[src/verilog/msp_pkg.sv]
// Constants and types of the MIDI serial port.
// Assumes one 100 MHz clock; slower rates derive from it.
package msp_pkg;

    // ==================================================================
    // Register map (selected by address bit zero only)
    localparam logic ADDR_CTRL = 1'b0;
    localparam logic ADDR_DATA = 1'b1;

    // ==================================================================
    // Command register fields
    localparam int CMD_RATE_LO = 0;
    localparam int CMD_RATE_HI = 1;
    localparam int CMD_TXC_LO = 5;
    localparam int CMD_TXC_HI = 6;
    localparam int CMD_RIE = 7;
    localparam logic [7:0] CMD_RESET_VAL = 8'h03;

    // ==================================================================
    // Status register fields
    localparam int ST_RBF = 0;
    localparam int ST_TBE = 1;
    localparam int ST_CTS = 3;
    localparam int ST_FE = 4;
    localparam int ST_OV = 5;
    localparam int ST_IRQ = 7;

    typedef enum logic [1:0] {
        RATE_SLOW = 2'b00,
        RATE_MIDI = 2'b01,
        RATE_FAST = 2'b10,
        RATE_RESET = 2'b11
    } msp_rate_t;

    typedef enum logic [1:0] {
        TXC_RTS_NOIRQ = 2'b00,
        TXC_RTS_IRQ = 2'b01,
        TXC_NORTS = 2'b10,
        TXC_BREAK = 2'b11
    } msp_txc_t;

    // ==================================================================
    // Timing: bit rates in Hz and 16x oversampling divisors
    localparam int CLK_HZ = 100_000_000;
    localparam int RATE_SLOW_HZ = 9600;
    localparam int RATE_MIDI_HZ = 31250;
    localparam int RATE_FAST_HZ = 38400;
    localparam int OVS = 16;
    localparam int DIV_W = 10;
    localparam logic [DIV_W-1:0] DIV_SLOW = DIV_W'(CLK_HZ / (RATE_SLOW_HZ * OVS));
    localparam logic [DIV_W-1:0] DIV_MIDI = DIV_W'(CLK_HZ / (RATE_MIDI_HZ * OVS));
    localparam logic [DIV_W-1:0] DIV_FAST = DIV_W'(CLK_HZ / (RATE_FAST_HZ * OVS));
    localparam logic [3:0] OVS_MID = 4'h7;
    localparam logic [3:0] OVS_LAST = 4'hf;
    localparam logic [2:0] DATA_LAST = 3'h7;
    localparam logic [3:0] TX_FRAME_BITS = 4'ha;

    typedef enum logic [1:0] {
        RX_IDLE = 2'b00,
        RX_START = 2'b01,
        RX_DATA = 2'b10,
        RX_STOP = 2'b11
    } msp_rx_st_t;

    typedef enum logic {
        TX_IDLE = 1'b0,
        TX_SHIFT = 1'b1
    } msp_tx_st_t;

endpackage

[src/verilog/msp_strm_if.sv]
// Byte stream carrier with valid/ready between the port's own modules.
// Assumes both ends sit on the same clock.
`timescale 1ns/1ps
interface msp_strm_if;
    logic valid;
    logic ready;
    logic [7:0] data;
    modport src (output valid, output data, input ready);
    modport snk (input valid, input data, output ready);
endinterface

[src/verilog/msp_fifo2.sv]
// Two-entry buffer on the transmit path.
// Assumes same-clock producer and consumer; full and empty are exact.
`timescale 1ns/1ps
module msp_fifo2 (
    input wire logic clock,
    input wire logic rstn,
    input wire logic flush,
    msp_strm_if.snk in_s,
    msp_strm_if.src out_s
);
    logic [7:0] mem_q [2];
    logic wr_ptr_q;
    logic rd_ptr_q;
    logic [1:0] count_q;
    logic push;
    logic pop;

    // ==================================================================
    // Handshake
    assign in_s.ready = (count_q != 2'd2);
    assign out_s.valid = (count_q != 2'd0);
    assign out_s.data = mem_q[rd_ptr_q];
    assign push = in_s.valid & in_s.ready;
    assign pop = out_s.valid & out_s.ready;

    // Storage; entries are plain flops so the read side is a register mux
    always_ff @(posedge clock or negedge rstn) begin
        if (!rstn) begin
            mem_q[0] <= 8'h00;
            mem_q[1] <= 8'h00;
        end else if (push) begin
            mem_q[wr_ptr_q] <= in_s.data;
        end
    end

    // Pointers and fill level; flush drops any queued bytes
    always_ff @(posedge clock or negedge rstn) begin
        if (!rstn) begin
            wr_ptr_q <= 1'b0;
            rd_ptr_q <= 1'b0;
            count_q <= 2'd0;
        end else if (flush) begin
            wr_ptr_q <= 1'b0;
            rd_ptr_q <= 1'b0;
            count_q <= 2'd0;
        end else begin
            if (push) wr_ptr_q <= ~wr_ptr_q;
            if (pop) rd_ptr_q <= ~rd_ptr_q;
            count_q <= count_q + {1'b0, push} - {1'b0, pop};
        end
    end
endmodule

[src/verilog/msp_baud.sv]
// Oversampling tick generator for the serial port.
// Assumes the 100 MHz clock; gives one-cycle pulses at 16x the bit rate.
`timescale 1ns/1ps
module msp_baud (
    input wire logic clock,
    input wire logic rstn,
    input msp_pkg::msp_rate_t rate,
    output logic tick
);
    import msp_pkg::*;

    logic [DIV_W-1:0] cnt_q;

    // Rate code to divisor; the reset code has no rate
    function automatic logic [DIV_W-1:0] rate_div(input msp_rate_t r);
        case (r)
            RATE_SLOW: rate_div = DIV_SLOW;
            RATE_MIDI: rate_div = DIV_MIDI;
            RATE_FAST: rate_div = DIV_FAST;
            default: rate_div = DIV_SLOW;
        endcase
    endfunction

    // ==================================================================
    // Down counter; parked while the port is held in reset
    always_ff @(posedge clock or negedge rstn) begin
        if (!rstn) begin
            cnt_q <= '0;
            tick <= 1'b0;
        end else if (rate == RATE_RESET) begin
            cnt_q <= '0;
            tick <= 1'b0;
        end else if (cnt_q == '0) begin
            cnt_q <= rate_div(rate) - DIV_W'(1);
            tick <= 1'b1;
        end else begin
            cnt_q <= cnt_q - DIV_W'(1);
            tick <= 1'b0;
        end
    end
endmodule

[src/verilog/msp_serial_port.sv]
// MIDI serial port: host registers, transmitter, receiver and interrupt.
// Assumes host strobes and serial pins are asynchronous; all are synchronised.
//
// How it works
// - Select low: address bit zero picks status/command (0) or data (1).
// - Bit-rate field resets to 11 on master reset.
// - Rate code 11 holds the port in reset until a valid rate is written.
// - Command bits 6:5 steer transmit interrupt, request-to-send and break.
// - Command bit 7 enables interrupt on receive full or overrun.
// - Status bit 0 sets on received character, clears on data read.
// - Status bit 1 clears on data write, sets once shifter takes it.
// - Status bit 3 mirrors the clear-to-send pin level.
// - Clear-to-send high forces transmit-empty status to zero.
// - Status bit 4 flags a missing stop bit, kept with the character.
// - Status bit 5 sets on unread overwrite, clears on data read.
// - Status bit 7 shows the pending interrupt request.
// - Data writes load transmit buffer; data reads return receive buffer.
// - Rate codes 00, 01, 10 give 9.6, 31.25, 38.4 kHz.
`timescale 1ns/1ps
module msp_serial_port (
    input wire logic clock,
    input wire logic rstn,
    input wire logic serial_port_select_n,
    input wire logic host_addr0,
    input wire logic host_read_n,
    input wire logic host_write_n,
    input wire logic [7:0] host_data_in,
    output logic [7:0] host_data_out,
    output logic host_data_oe_n,
    output logic irq_n,
    input wire logic clear_to_send_n,
    output logic request_to_send_n,
    input wire logic serial_rx,
    output logic serial_tx
);
    import msp_pkg::*;

    // ==================================================================
    // Pin synchronisers
    localparam int SYNC_W = 14;
    logic [SYNC_W-1:0] pins_raw, sync1_q, sync2_q;
    logic cs_n_s, a0_s, rd_n_s, wr_n_s, cts_n_s, rx_s;
    logic [7:0] din_s;

    assign pins_raw = {serial_port_select_n, host_addr0, host_read_n, host_write_n,
                       clear_to_send_n, serial_rx, host_data_in};

    // Two flops per pin; only the second stage is read by logic
    always_ff @(posedge clock or negedge rstn) begin
        if (!rstn) begin
            sync1_q <= {6'h3f, 8'h00};
            sync2_q <= {6'h3f, 8'h00};
        end else begin
            sync1_q <= pins_raw;
            sync2_q <= sync1_q;
        end
    end

    assign {cs_n_s, a0_s, rd_n_s, wr_n_s, cts_n_s, rx_s, din_s} = sync2_q;

    // ==================================================================
    // Host strobe tracking
    logic wr_prev_q, rd_prev_q, wr_sel_q, wr_a0_q, rd_sel_q, rd_a0_q;
    logic [7:0] wr_data_q;
    logic wr_end, rd_end, cmd_write, data_write, data_read_done;

    // Capture select, address and data while each strobe is low, act at
    // its trailing edge so write data has settled and read data stayed put
    always_ff @(posedge clock or negedge rstn) begin
        if (!rstn) begin
            wr_prev_q <= 1'b1;
            rd_prev_q <= 1'b1;
            wr_sel_q <= 1'b0;
            wr_a0_q <= 1'b0;
            wr_data_q <= 8'h00;
            rd_sel_q <= 1'b0;
            rd_a0_q <= 1'b0;
        end else begin
            wr_prev_q <= wr_n_s;
            rd_prev_q <= rd_n_s;
            if (!wr_n_s) begin
                wr_sel_q <= ~cs_n_s;
                wr_a0_q <= a0_s;
                wr_data_q <= din_s;
            end
            if (!rd_n_s) begin
                rd_sel_q <= ~cs_n_s;
                rd_a0_q <= a0_s;
            end
        end
    end

    assign wr_end = wr_n_s & ~wr_prev_q;
    assign rd_end = rd_n_s & ~rd_prev_q;
    assign cmd_write = wr_end & wr_sel_q & (wr_a0_q == ADDR_CTRL);
    assign data_write = wr_end & wr_sel_q & (wr_a0_q == ADDR_DATA);
    assign data_read_done = rd_end & rd_sel_q & (rd_a0_q == ADDR_DATA);

    // ==================================================================
    // Command register
    logic [7:0] cmd_q;
    msp_rate_t rate;
    msp_txc_t txc;
    logic soft_rst;

    // Master reset leaves the rate field at the reset code
    always_ff @(posedge clock or negedge rstn) begin
        if (!rstn) begin
            cmd_q <= CMD_RESET_VAL;
        end else if (cmd_write) begin
            cmd_q <= wr_data_q;
        end
    end

    assign rate = msp_rate_t'(cmd_q[CMD_RATE_HI:CMD_RATE_LO]);
    assign txc = msp_txc_t'(cmd_q[CMD_TXC_HI:CMD_TXC_LO]);
    assign soft_rst = (rate == RATE_RESET);

    // ==================================================================
    // Oversampling ticks
    logic tick;

    msp_baud u_baud (
        .clock(clock),
        .rstn(rstn),
        .rate(rate),
        .tick(tick)
    );

    // ==================================================================
    // Transmit buffer: host writes feed a two-entry queue ahead of the
    // shifter; a write while both entries are full is dropped
    msp_strm_if tx_in ();
    msp_strm_if tx_out ();

    assign tx_in.valid = data_write;
    assign tx_in.data = wr_data_q;

    msp_fifo2 u_txbuf (
        .clock(clock),
        .rstn(rstn),
        .flush(soft_rst),
        .in_s(tx_in.snk),
        .out_s(tx_out.src)
    );

    // ==================================================================
    // Transmit shifter
    msp_tx_st_t tx_st_q;
    logic [9:0] tx_shift_q;
    logic [3:0] tx_bits_q, tx_sub_q;
    logic tx_line_q, tx_take;

    // Shifter pulls a byte only when idle, the far end is ready and a tick
    // is due, so the start bit gets a full bit time; a stall backs the queue up
    assign tx_out.ready = (tx_st_q == TX_IDLE) & ~cts_n_s & ~soft_rst & tick;
    assign tx_take = tx_out.valid & tx_out.ready;

    always_ff @(posedge clock or negedge rstn) begin
        if (!rstn) begin
            tx_st_q <= TX_IDLE;
            tx_shift_q <= 10'h3ff;
            tx_bits_q <= 4'h0;
            tx_sub_q <= 4'h0;
        end else if (soft_rst) begin
            tx_st_q <= TX_IDLE;
            tx_shift_q <= 10'h3ff;
            tx_bits_q <= 4'h0;
            tx_sub_q <= 4'h0;
        end else begin
            case (tx_st_q)
                TX_IDLE: begin
                    if (tx_take) begin
                        tx_shift_q <= {1'b1, tx_out.data, 1'b0};
                        tx_bits_q <= TX_FRAME_BITS;
                        tx_sub_q <= 4'h0;
                        tx_st_q <= TX_SHIFT;
                    end
                end
                TX_SHIFT: begin
                    if (tick) begin
                        tx_sub_q <= tx_sub_q + 4'h1;
                        if (tx_sub_q == OVS_LAST) begin
                            tx_shift_q <= {1'b1, tx_shift_q[9:1]};
                            tx_bits_q <= tx_bits_q - 4'h1;
                            if (tx_bits_q == 4'h1) tx_st_q <= TX_IDLE;
                        end
                    end
                end
                default: tx_st_q <= TX_IDLE;
            endcase
        end
    end

    // Line driver: break forces space, otherwise idle mark or frame bit
    always_ff @(posedge clock or negedge rstn) begin
        if (!rstn) begin
            tx_line_q <= 1'b1;
        end else if (txc == TXC_BREAK) begin
            tx_line_q <= 1'b0;
        end else begin
            tx_line_q <= (tx_st_q == TX_SHIFT) ? tx_shift_q[0] : 1'b1;
        end
    end

    assign serial_tx = tx_line_q;

    // ==================================================================
    // Receiver
    msp_rx_st_t rx_st_q;
    logic [3:0] rx_sub_q;
    logic [2:0] rx_bit_q;
    logic [7:0] rx_shift_q;
    logic rx_done, rx_stop_bad;

    // Start edge is confirmed at mid-bit; each later bit is sampled a
    // full bit time after the previous sample
    always_ff @(posedge clock or negedge rstn) begin
        if (!rstn) begin
            rx_st_q <= RX_IDLE;
            rx_sub_q <= 4'h0;
            rx_bit_q <= 3'h0;
            rx_shift_q <= 8'h00;
            rx_done <= 1'b0;
            rx_stop_bad <= 1'b0;
        end else if (soft_rst) begin
            rx_st_q <= RX_IDLE;
            rx_sub_q <= 4'h0;
            rx_bit_q <= 3'h0;
            rx_done <= 1'b0;
            rx_stop_bad <= 1'b0;
        end else begin
            rx_done <= 1'b0;
            if (tick) begin
                rx_sub_q <= rx_sub_q + 4'h1;
                case (rx_st_q)
                    RX_IDLE: begin
                        rx_sub_q <= 4'h0;
                        if (!rx_s) rx_st_q <= RX_START;
                    end
                    RX_START: begin
                        if (rx_sub_q == OVS_MID) begin
                            rx_sub_q <= 4'h0;
                            rx_bit_q <= 3'h0;
                            rx_st_q <= rx_s ? RX_IDLE : RX_DATA;
                        end
                    end
                    RX_DATA: begin
                        if (rx_sub_q == OVS_LAST) begin
                            rx_shift_q <= {rx_s, rx_shift_q[7:1]};
                            rx_bit_q <= rx_bit_q + 3'h1;
                            if (rx_bit_q == DATA_LAST) rx_st_q <= RX_STOP;
                        end
                    end
                    RX_STOP: begin
                        if (rx_sub_q == OVS_LAST) begin
                            rx_done <= 1'b1;
                            rx_stop_bad <= ~rx_s;
                            rx_st_q <= RX_IDLE;
                        end
                    end
                    default: rx_st_q <= RX_IDLE;
                endcase
            end
        end
    end

    // ==================================================================
    // Receive buffer and receive flags
    logic [7:0] rx_data_q;
    logic rbf_q, fe_q, ov_q;

    // Holding register; the framing flag travels with its character
    always_ff @(posedge clock or negedge rstn) begin
        if (!rstn) begin
            rx_data_q <= 8'h00;
            fe_q <= 1'b0;
        end else if (soft_rst) begin
            fe_q <= 1'b0;
        end else if (rx_done) begin
            rx_data_q <= rx_shift_q;
            fe_q <= rx_stop_bad;
        end
    end

    // A character landing in the same cycle as a read keeps the flag set
    always_ff @(posedge clock or negedge rstn) begin
        if (!rstn) begin
            rbf_q <= 1'b0;
        end else if (soft_rst) begin
            rbf_q <= 1'b0;
        end else if (rx_done) begin
            rbf_q <= 1'b1;
        end else if (data_read_done) begin
            rbf_q <= 1'b0;
        end
    end

    // Overrun only when the old character was still unread at arrival
    always_ff @(posedge clock or negedge rstn) begin
        if (!rstn) begin
            ov_q <= 1'b0;
        end else if (soft_rst) begin
            ov_q <= 1'b0;
        end else if (rx_done && rbf_q && !data_read_done) begin
            ov_q <= 1'b1;
        end else if (data_read_done) begin
            ov_q <= 1'b0;
        end
    end

    // ==================================================================
    // Transmit status, modem lines and interrupt
    logic tx_empty_flag, irq_q, rts_n_q;

    // Empty means every written byte has reached the shifter, clear-to-send is low and the port is not in soft reset
    assign tx_empty_flag = ~tx_out.valid & ~cts_n_s & ~soft_rst;

    always_ff @(posedge clock or negedge rstn) begin
        if (!rstn) begin
            irq_q <= 1'b0;
            rts_n_q <= 1'b1;
        end else begin
            irq_q <= (cmd_q[CMD_RIE] & (rbf_q | ov_q))
                   | ((txc == TXC_RTS_IRQ) & tx_empty_flag);
            rts_n_q <= (txc == TXC_NORTS);
        end
    end

    assign irq_n = ~irq_q;
    assign request_to_send_n = rts_n_q;

    // ==================================================================
    // Host read path
    logic [7:0] status;

    always_comb begin
        status = 8'h00;
        status[ST_RBF] = rbf_q;
        status[ST_TBE] = tx_empty_flag;
        status[ST_CTS] = cts_n_s;
        status[ST_FE] = fe_q;
        status[ST_OV] = ov_q;
        status[ST_IRQ] = irq_q;
    end

    // Drive the bus only during a selected read; data comes from flops
    always_ff @(posedge clock or negedge rstn) begin
        if (!rstn) begin
            host_data_out <= 8'h00;
            host_data_oe_n <= 1'b1;
        end else begin
            host_data_oe_n <= ~(~rd_n_s & ~cs_n_s);
            if (!rd_n_s && !cs_n_s) begin
                host_data_out <= (a0_s == ADDR_DATA) ? rx_data_q : status;
            end
        end
    end

endmodule

[config.mk]
export PLATFORM = sky130hd
export DESIGN_NAME = msp_serial_port
export DESIGN_NICKNAME = d
export VERILOG_FILES = /design/src/verilog/msp_pkg.sv /design/src/verilog/msp_strm_if.sv /design/src/verilog/msp_fifo2.sv /design/src/verilog/msp_baud.sv /design/src/verilog/msp_serial_port.sv
export SDC_FILE = /design/constraint.sdc
export NUM_CORES = 1
export LEC_CHECK = 0
export BUFFER_PORTS_ARGS = -buffer_cell sky130_fd_sc_hd__buf_2
export CAP_MARGIN = 20
export CELL_PAD_IN_SITES_DETAIL_PLACEMENT = 0
export CELL_PAD_IN_SITES_GLOBAL_PLACEMENT = 1
export CORE_MARGIN = 2
export CORE_UTILIZATION = 54
export CTS_CLUSTER_SIZE = 40
export DETAILED_ROUTE_END_ITERATION = 10
export MAX_ROUTING_LAYER = met4
export PLACE_DENSITY_LB_ADDON = 0.12
export REMOVE_ABC_BUFFERS = 1
export SYNTH_ARGS = -nofsm -noshare
export SYNTH_HDL_FRONTEND = slang
export SYNTH_HIERARCHICAL = 1
export SYNTH_SLANG_ARGS = --single-unit
[constraint.sdc]
create_clock -name clock -period 4.8 [get_ports clock]
set_input_delay 0.72 -clock clock [delete_from_list [all_inputs] [get_ports clock]]
set_output_delay 0.72 -clock clock [all_outputs]
set_load 0.05 [all_outputs]
==> flow_metrics.env <==
export IMPL_drc=0
export IMPL_ys_types=70
export IMPL_cts_path_max_buffers=2
export IMPL_antennaDiodeCount=0
export IMPL_slowest_delay_ns=0.61
export IMPL_grt_overflow=0
export IMPL_synth_top_area_share_pct=46.4
export IMPL_dp_hpwl_um=6320
export IMPL_rsz0062_at_grt="false"
export IMPL_layout_min_cycle_time_ns=2.68
export IMPL_place_inst=607
export IMPL_drt_initial_drc_count=160
export IMPL_via_per_inst=5.50
export IMPL_tns_ns=0
export IMPL_cp_arrival_ns=3.12
export IMPL_synth_main_ff_cell="dfrtp_1"
export IMPL_core_area_um2=10800
export IMPL_die_area_um2=11800
export IMPL_synth_area_leaders="dfrtp_1, dfstp_2, mux2_2"
export IMPL_skew_ns=0.00807
export IMPL_pwr_share_comb_pct=20.7
export IMPL_relSlewSlack_pct=38.8
export IMPL_crit_top_cell="ha_1"
export IMPL_endpoint_kind="flop"
export IMPL_grt_pass1_wl_um=17500
export IMPL_yosysTopAreaCell="dfrtp_1"
export IMPL_synth_area_um2=5930
export IMPL_hp_class="input port to flop"
export IMPL_fin_area_um2=6720
export IMPL_synthCells=460
export IMPL_holdBufCountCts=0
export IMPL_stdcell_count=639
export IMPL_worstSetupStartpointType="flop"
export IMPL_fin_nets=515
export IMPL_worstMarginPinSlew_ns=0.918
export IMPL_die_h_um=109
export IMPL_finalSetupViolCount=0
export IMPL_slew_violations=0
export IMPL_max_freq_mhz=374
export IMPL_portBuffers=27
export IMPL_root_buffer="clkbuf_8"
export IMPL_wl_um=10300
export IMPL_fp_row_count=38
export IMPL_fp_dieW_um=109
export IMPL_grt_start_max_net_pins=106
export IMPL_firstDrtPassIters=5
export IMPL_path_buf_inv=2
export IMPL_synth_warnings=6
export IMPL_power_frac_seq_pct=42.9
export IMPL_async_reset_ff_share_pct=100
export IMPL_required_ns=5.24
export IMPL_h_tree_depth=4
export IMPL_pin_count=28
export IMPL_p_sw_uw=1090
export IMPL_crit_path_max_fanout=26
export IMPL_clkTransAtPathRegs_ns=0.06
export IMPL_synth_edf_count=0
export IMPL_post_cts_repair_setup_buffers=0
export IMPL_cp_top_family="simple AND/OR/NAND/NOR gates"
export IMPL_ir_worst_vdd_mv=0.575
export IMPL_clk_latency_ns=0.53
export IMPL_grt_pass1_vias=3481
export IMPL_clkSinkCount=138
export IMPL_power_density_nw_per_um2=557
export IMPL_ys_ff_latch=138
export IMPL_drive_gt1_share_pct=32.7
export IMPL_postPlaceCellArea_um2=6100
export IMPL_place_gp_congestion=0.803
export IMPL_internal_power_uw=2660
export IMPL_initial_core_util_pct=55.0
export IMPL_postRouteAntennaNets=0
export IMPL_period_share_pct=55.8
export IMPL_yosysSeqAreaShare_pct=58.8
export IMPL_syn_area_per_cell_um2=12.9
export IMPL_hold_viol_final=0
export IMPL_p_leak_uw=0.00304
export IMPL_cts_tree="built"
export IMPL_worst_setup_path_type="flop to flop"
export IMPL_run_status="finished, final reports clean"
export IMPL_power_share_clock_pct=36.4
export IMPL_cts_buffers=17
export IMPL_cp_cell_sequence="nand2_2 -> inv_2 -> nor4_1 -> o21a_1 -> ha_1 -> inv_1 -> ha_1 -> xor2_1 -> and2_2 -> nor3_1"
export IMPL_antenna_found_initial=0
export IMPL_slowest_stage="dfstp_2"
export IMPL_ctsResizeCount=0
export IMPL_syn_to_final_growth_pct=13.4
export IMPL_num_vias=3516
export IMPL_maxCapViolations=0
export IMPL_swShare_pct=29.1
export IMPL_grt_util_all_layers_pct=20.2
export IMPL_wl_per_cell_um=16.1
==> cell usage after synthesis, drive strengths merged, types with 2 or more instances <==
library cell,n
dfrtp,110
mux2,55
nor2,33
dfstp,28
nand2,25
a21oi,22
o21ai,19
mux2i,18
inv,16
ha,13
buf,12
clkbuf,10
nor4,9
nand3,8
a31oi,7
nor3,7
nor2b,5
and3,4
o41ai,4
or2,4
or4,4
xnor2,4
xor2,4
a211oi,3
nand2b,3
a21boi,2
a32oi,2
and2,2
nand3b,2
or4b,2
==> cell usage in the layout (no fill, tap or decap), types with 3 or more instances in the layout <==
cell,count
buf_2,26
dfrtp_1,110
clkinvlp_4,4
clkbuf_16,16
nor3_1,6
a211oi_1,3
a21oi_1,22
inv_1,14
dfstp_2,28
nand2_1,24
a31oi_1,7
mux2_2,38
nor2_1,33
or2_2,4
bufinv_16,4
ha_1,13
or4_1,4
nor2b_1,5
xnor2_1,4
nand3_1,7
mux2_4,16
xor2_1,4
o21ai_0,19
mux2i_1,18
nor4_1,8
o41ai_1,4
==> cell families after synthesis <==
logic type / after synthesis / synth area share, %
AND/OR/NAND/NOR: 118 / 11.3
AO/OA/AOI/OAI: 72 / 7.60
XOR/XNOR: 8 / 1.18
multiplexers: 73 / 14.5
adder cells (fa/ha/maj): 13 / 2.74
flip-flops: 138 / 58.8
buffers and inverters: 38 / 3.86
==> layer usage <==
layer | track usage, % | vias up | routed length (µm)
li1 | - | 1687 | -
met1 | 27.9 | 1768 | 5220
met2 | 28.7 | 48 | 4630
met3 | 4.78 | 13 | 260
met4 | 8.97 | 0 | 160
met5 | - | - | 0
==> registers in the layout (all words and copies together), names as in the netlist, 4 cells and up <==
name	cells
tx_sub_q	4
rx_data_q	8
host_data_out	8
sync2_q	14
rx_sub_q	4
cmd_q	5
u_baud/cnt_q	10
tx_bits_q	4
tx_shift_q	9
sync1_q	14
tx_in.data	8
rx_shift_q	8
u_txbuf/mem_q	16
==> worst paths after layout <==
kind	start	end	slack, ns	depth (start not counted)
worst min register to register	sync1_q[7]$_DFF_PN0_	sync2_q[7]$_DFF_PN0_	0.35	0
worst min-delay path	serial_port_select_n	sync1_q[13]$_DFF_PN1_	0.28	1
worst max-delay path	cmd_q[0]$_DFFE_PN1P_	u_txbuf/count_q[1]$_DFF_PN0_	2.12	10
min in group asynchronous	rstn	u_baud/cnt_q[8]$_DFF_PN0_	0.30	1
worst max register to register	cmd_q[0]$_DFFE_PN1P_	u_txbuf/count_q[1]$_DFF_PN0_	2.12	10
max in group asynchronous	rstn	wr_prev_q$_DFF_PN1_	3.49	2
==> area by class of cell <==
cell class	count	area [µm²]
clock buffers	19	432
clock inverters	13	193
flip-flops and latches	138	3490
fillers	835	4070
multi-input cells	284	2210
repair buffers	29	156
well taps	140	175
inverters	16	65.1
==> metrics by stage <==
step | utilization (%) | setup WS (ns) | power [µW] | hold WS [ns]
3_3_place_gp | 56.5 | 2.25 | 2370 | 0.332
4_1_cts | 62.3 | 2.12 | 3780 | 0.261
5_1_grt | 62.3 | 1.93 | 3940 | 0.263
6_report | 62.3 | 2.12 | 3740 | 0.284
2_1_floorplan | - | 2.54 | 2180 | 0.331
3_5_place_dp | 56.5 | 2.14 | 2400 | 0.337
==> power by group through the flow <==
stage                     clock (µW)  combinational (µW)  sequential [µW]
after floorplan                    0                 575             1610
after global placement             0                 758             1610
after detailed placement           0                 777             1620
after CTS                       1390                 782             1610
after global routing            1440                 858             1640
final                           1360                 774             1610
Power figures use the tool's default switching activity.
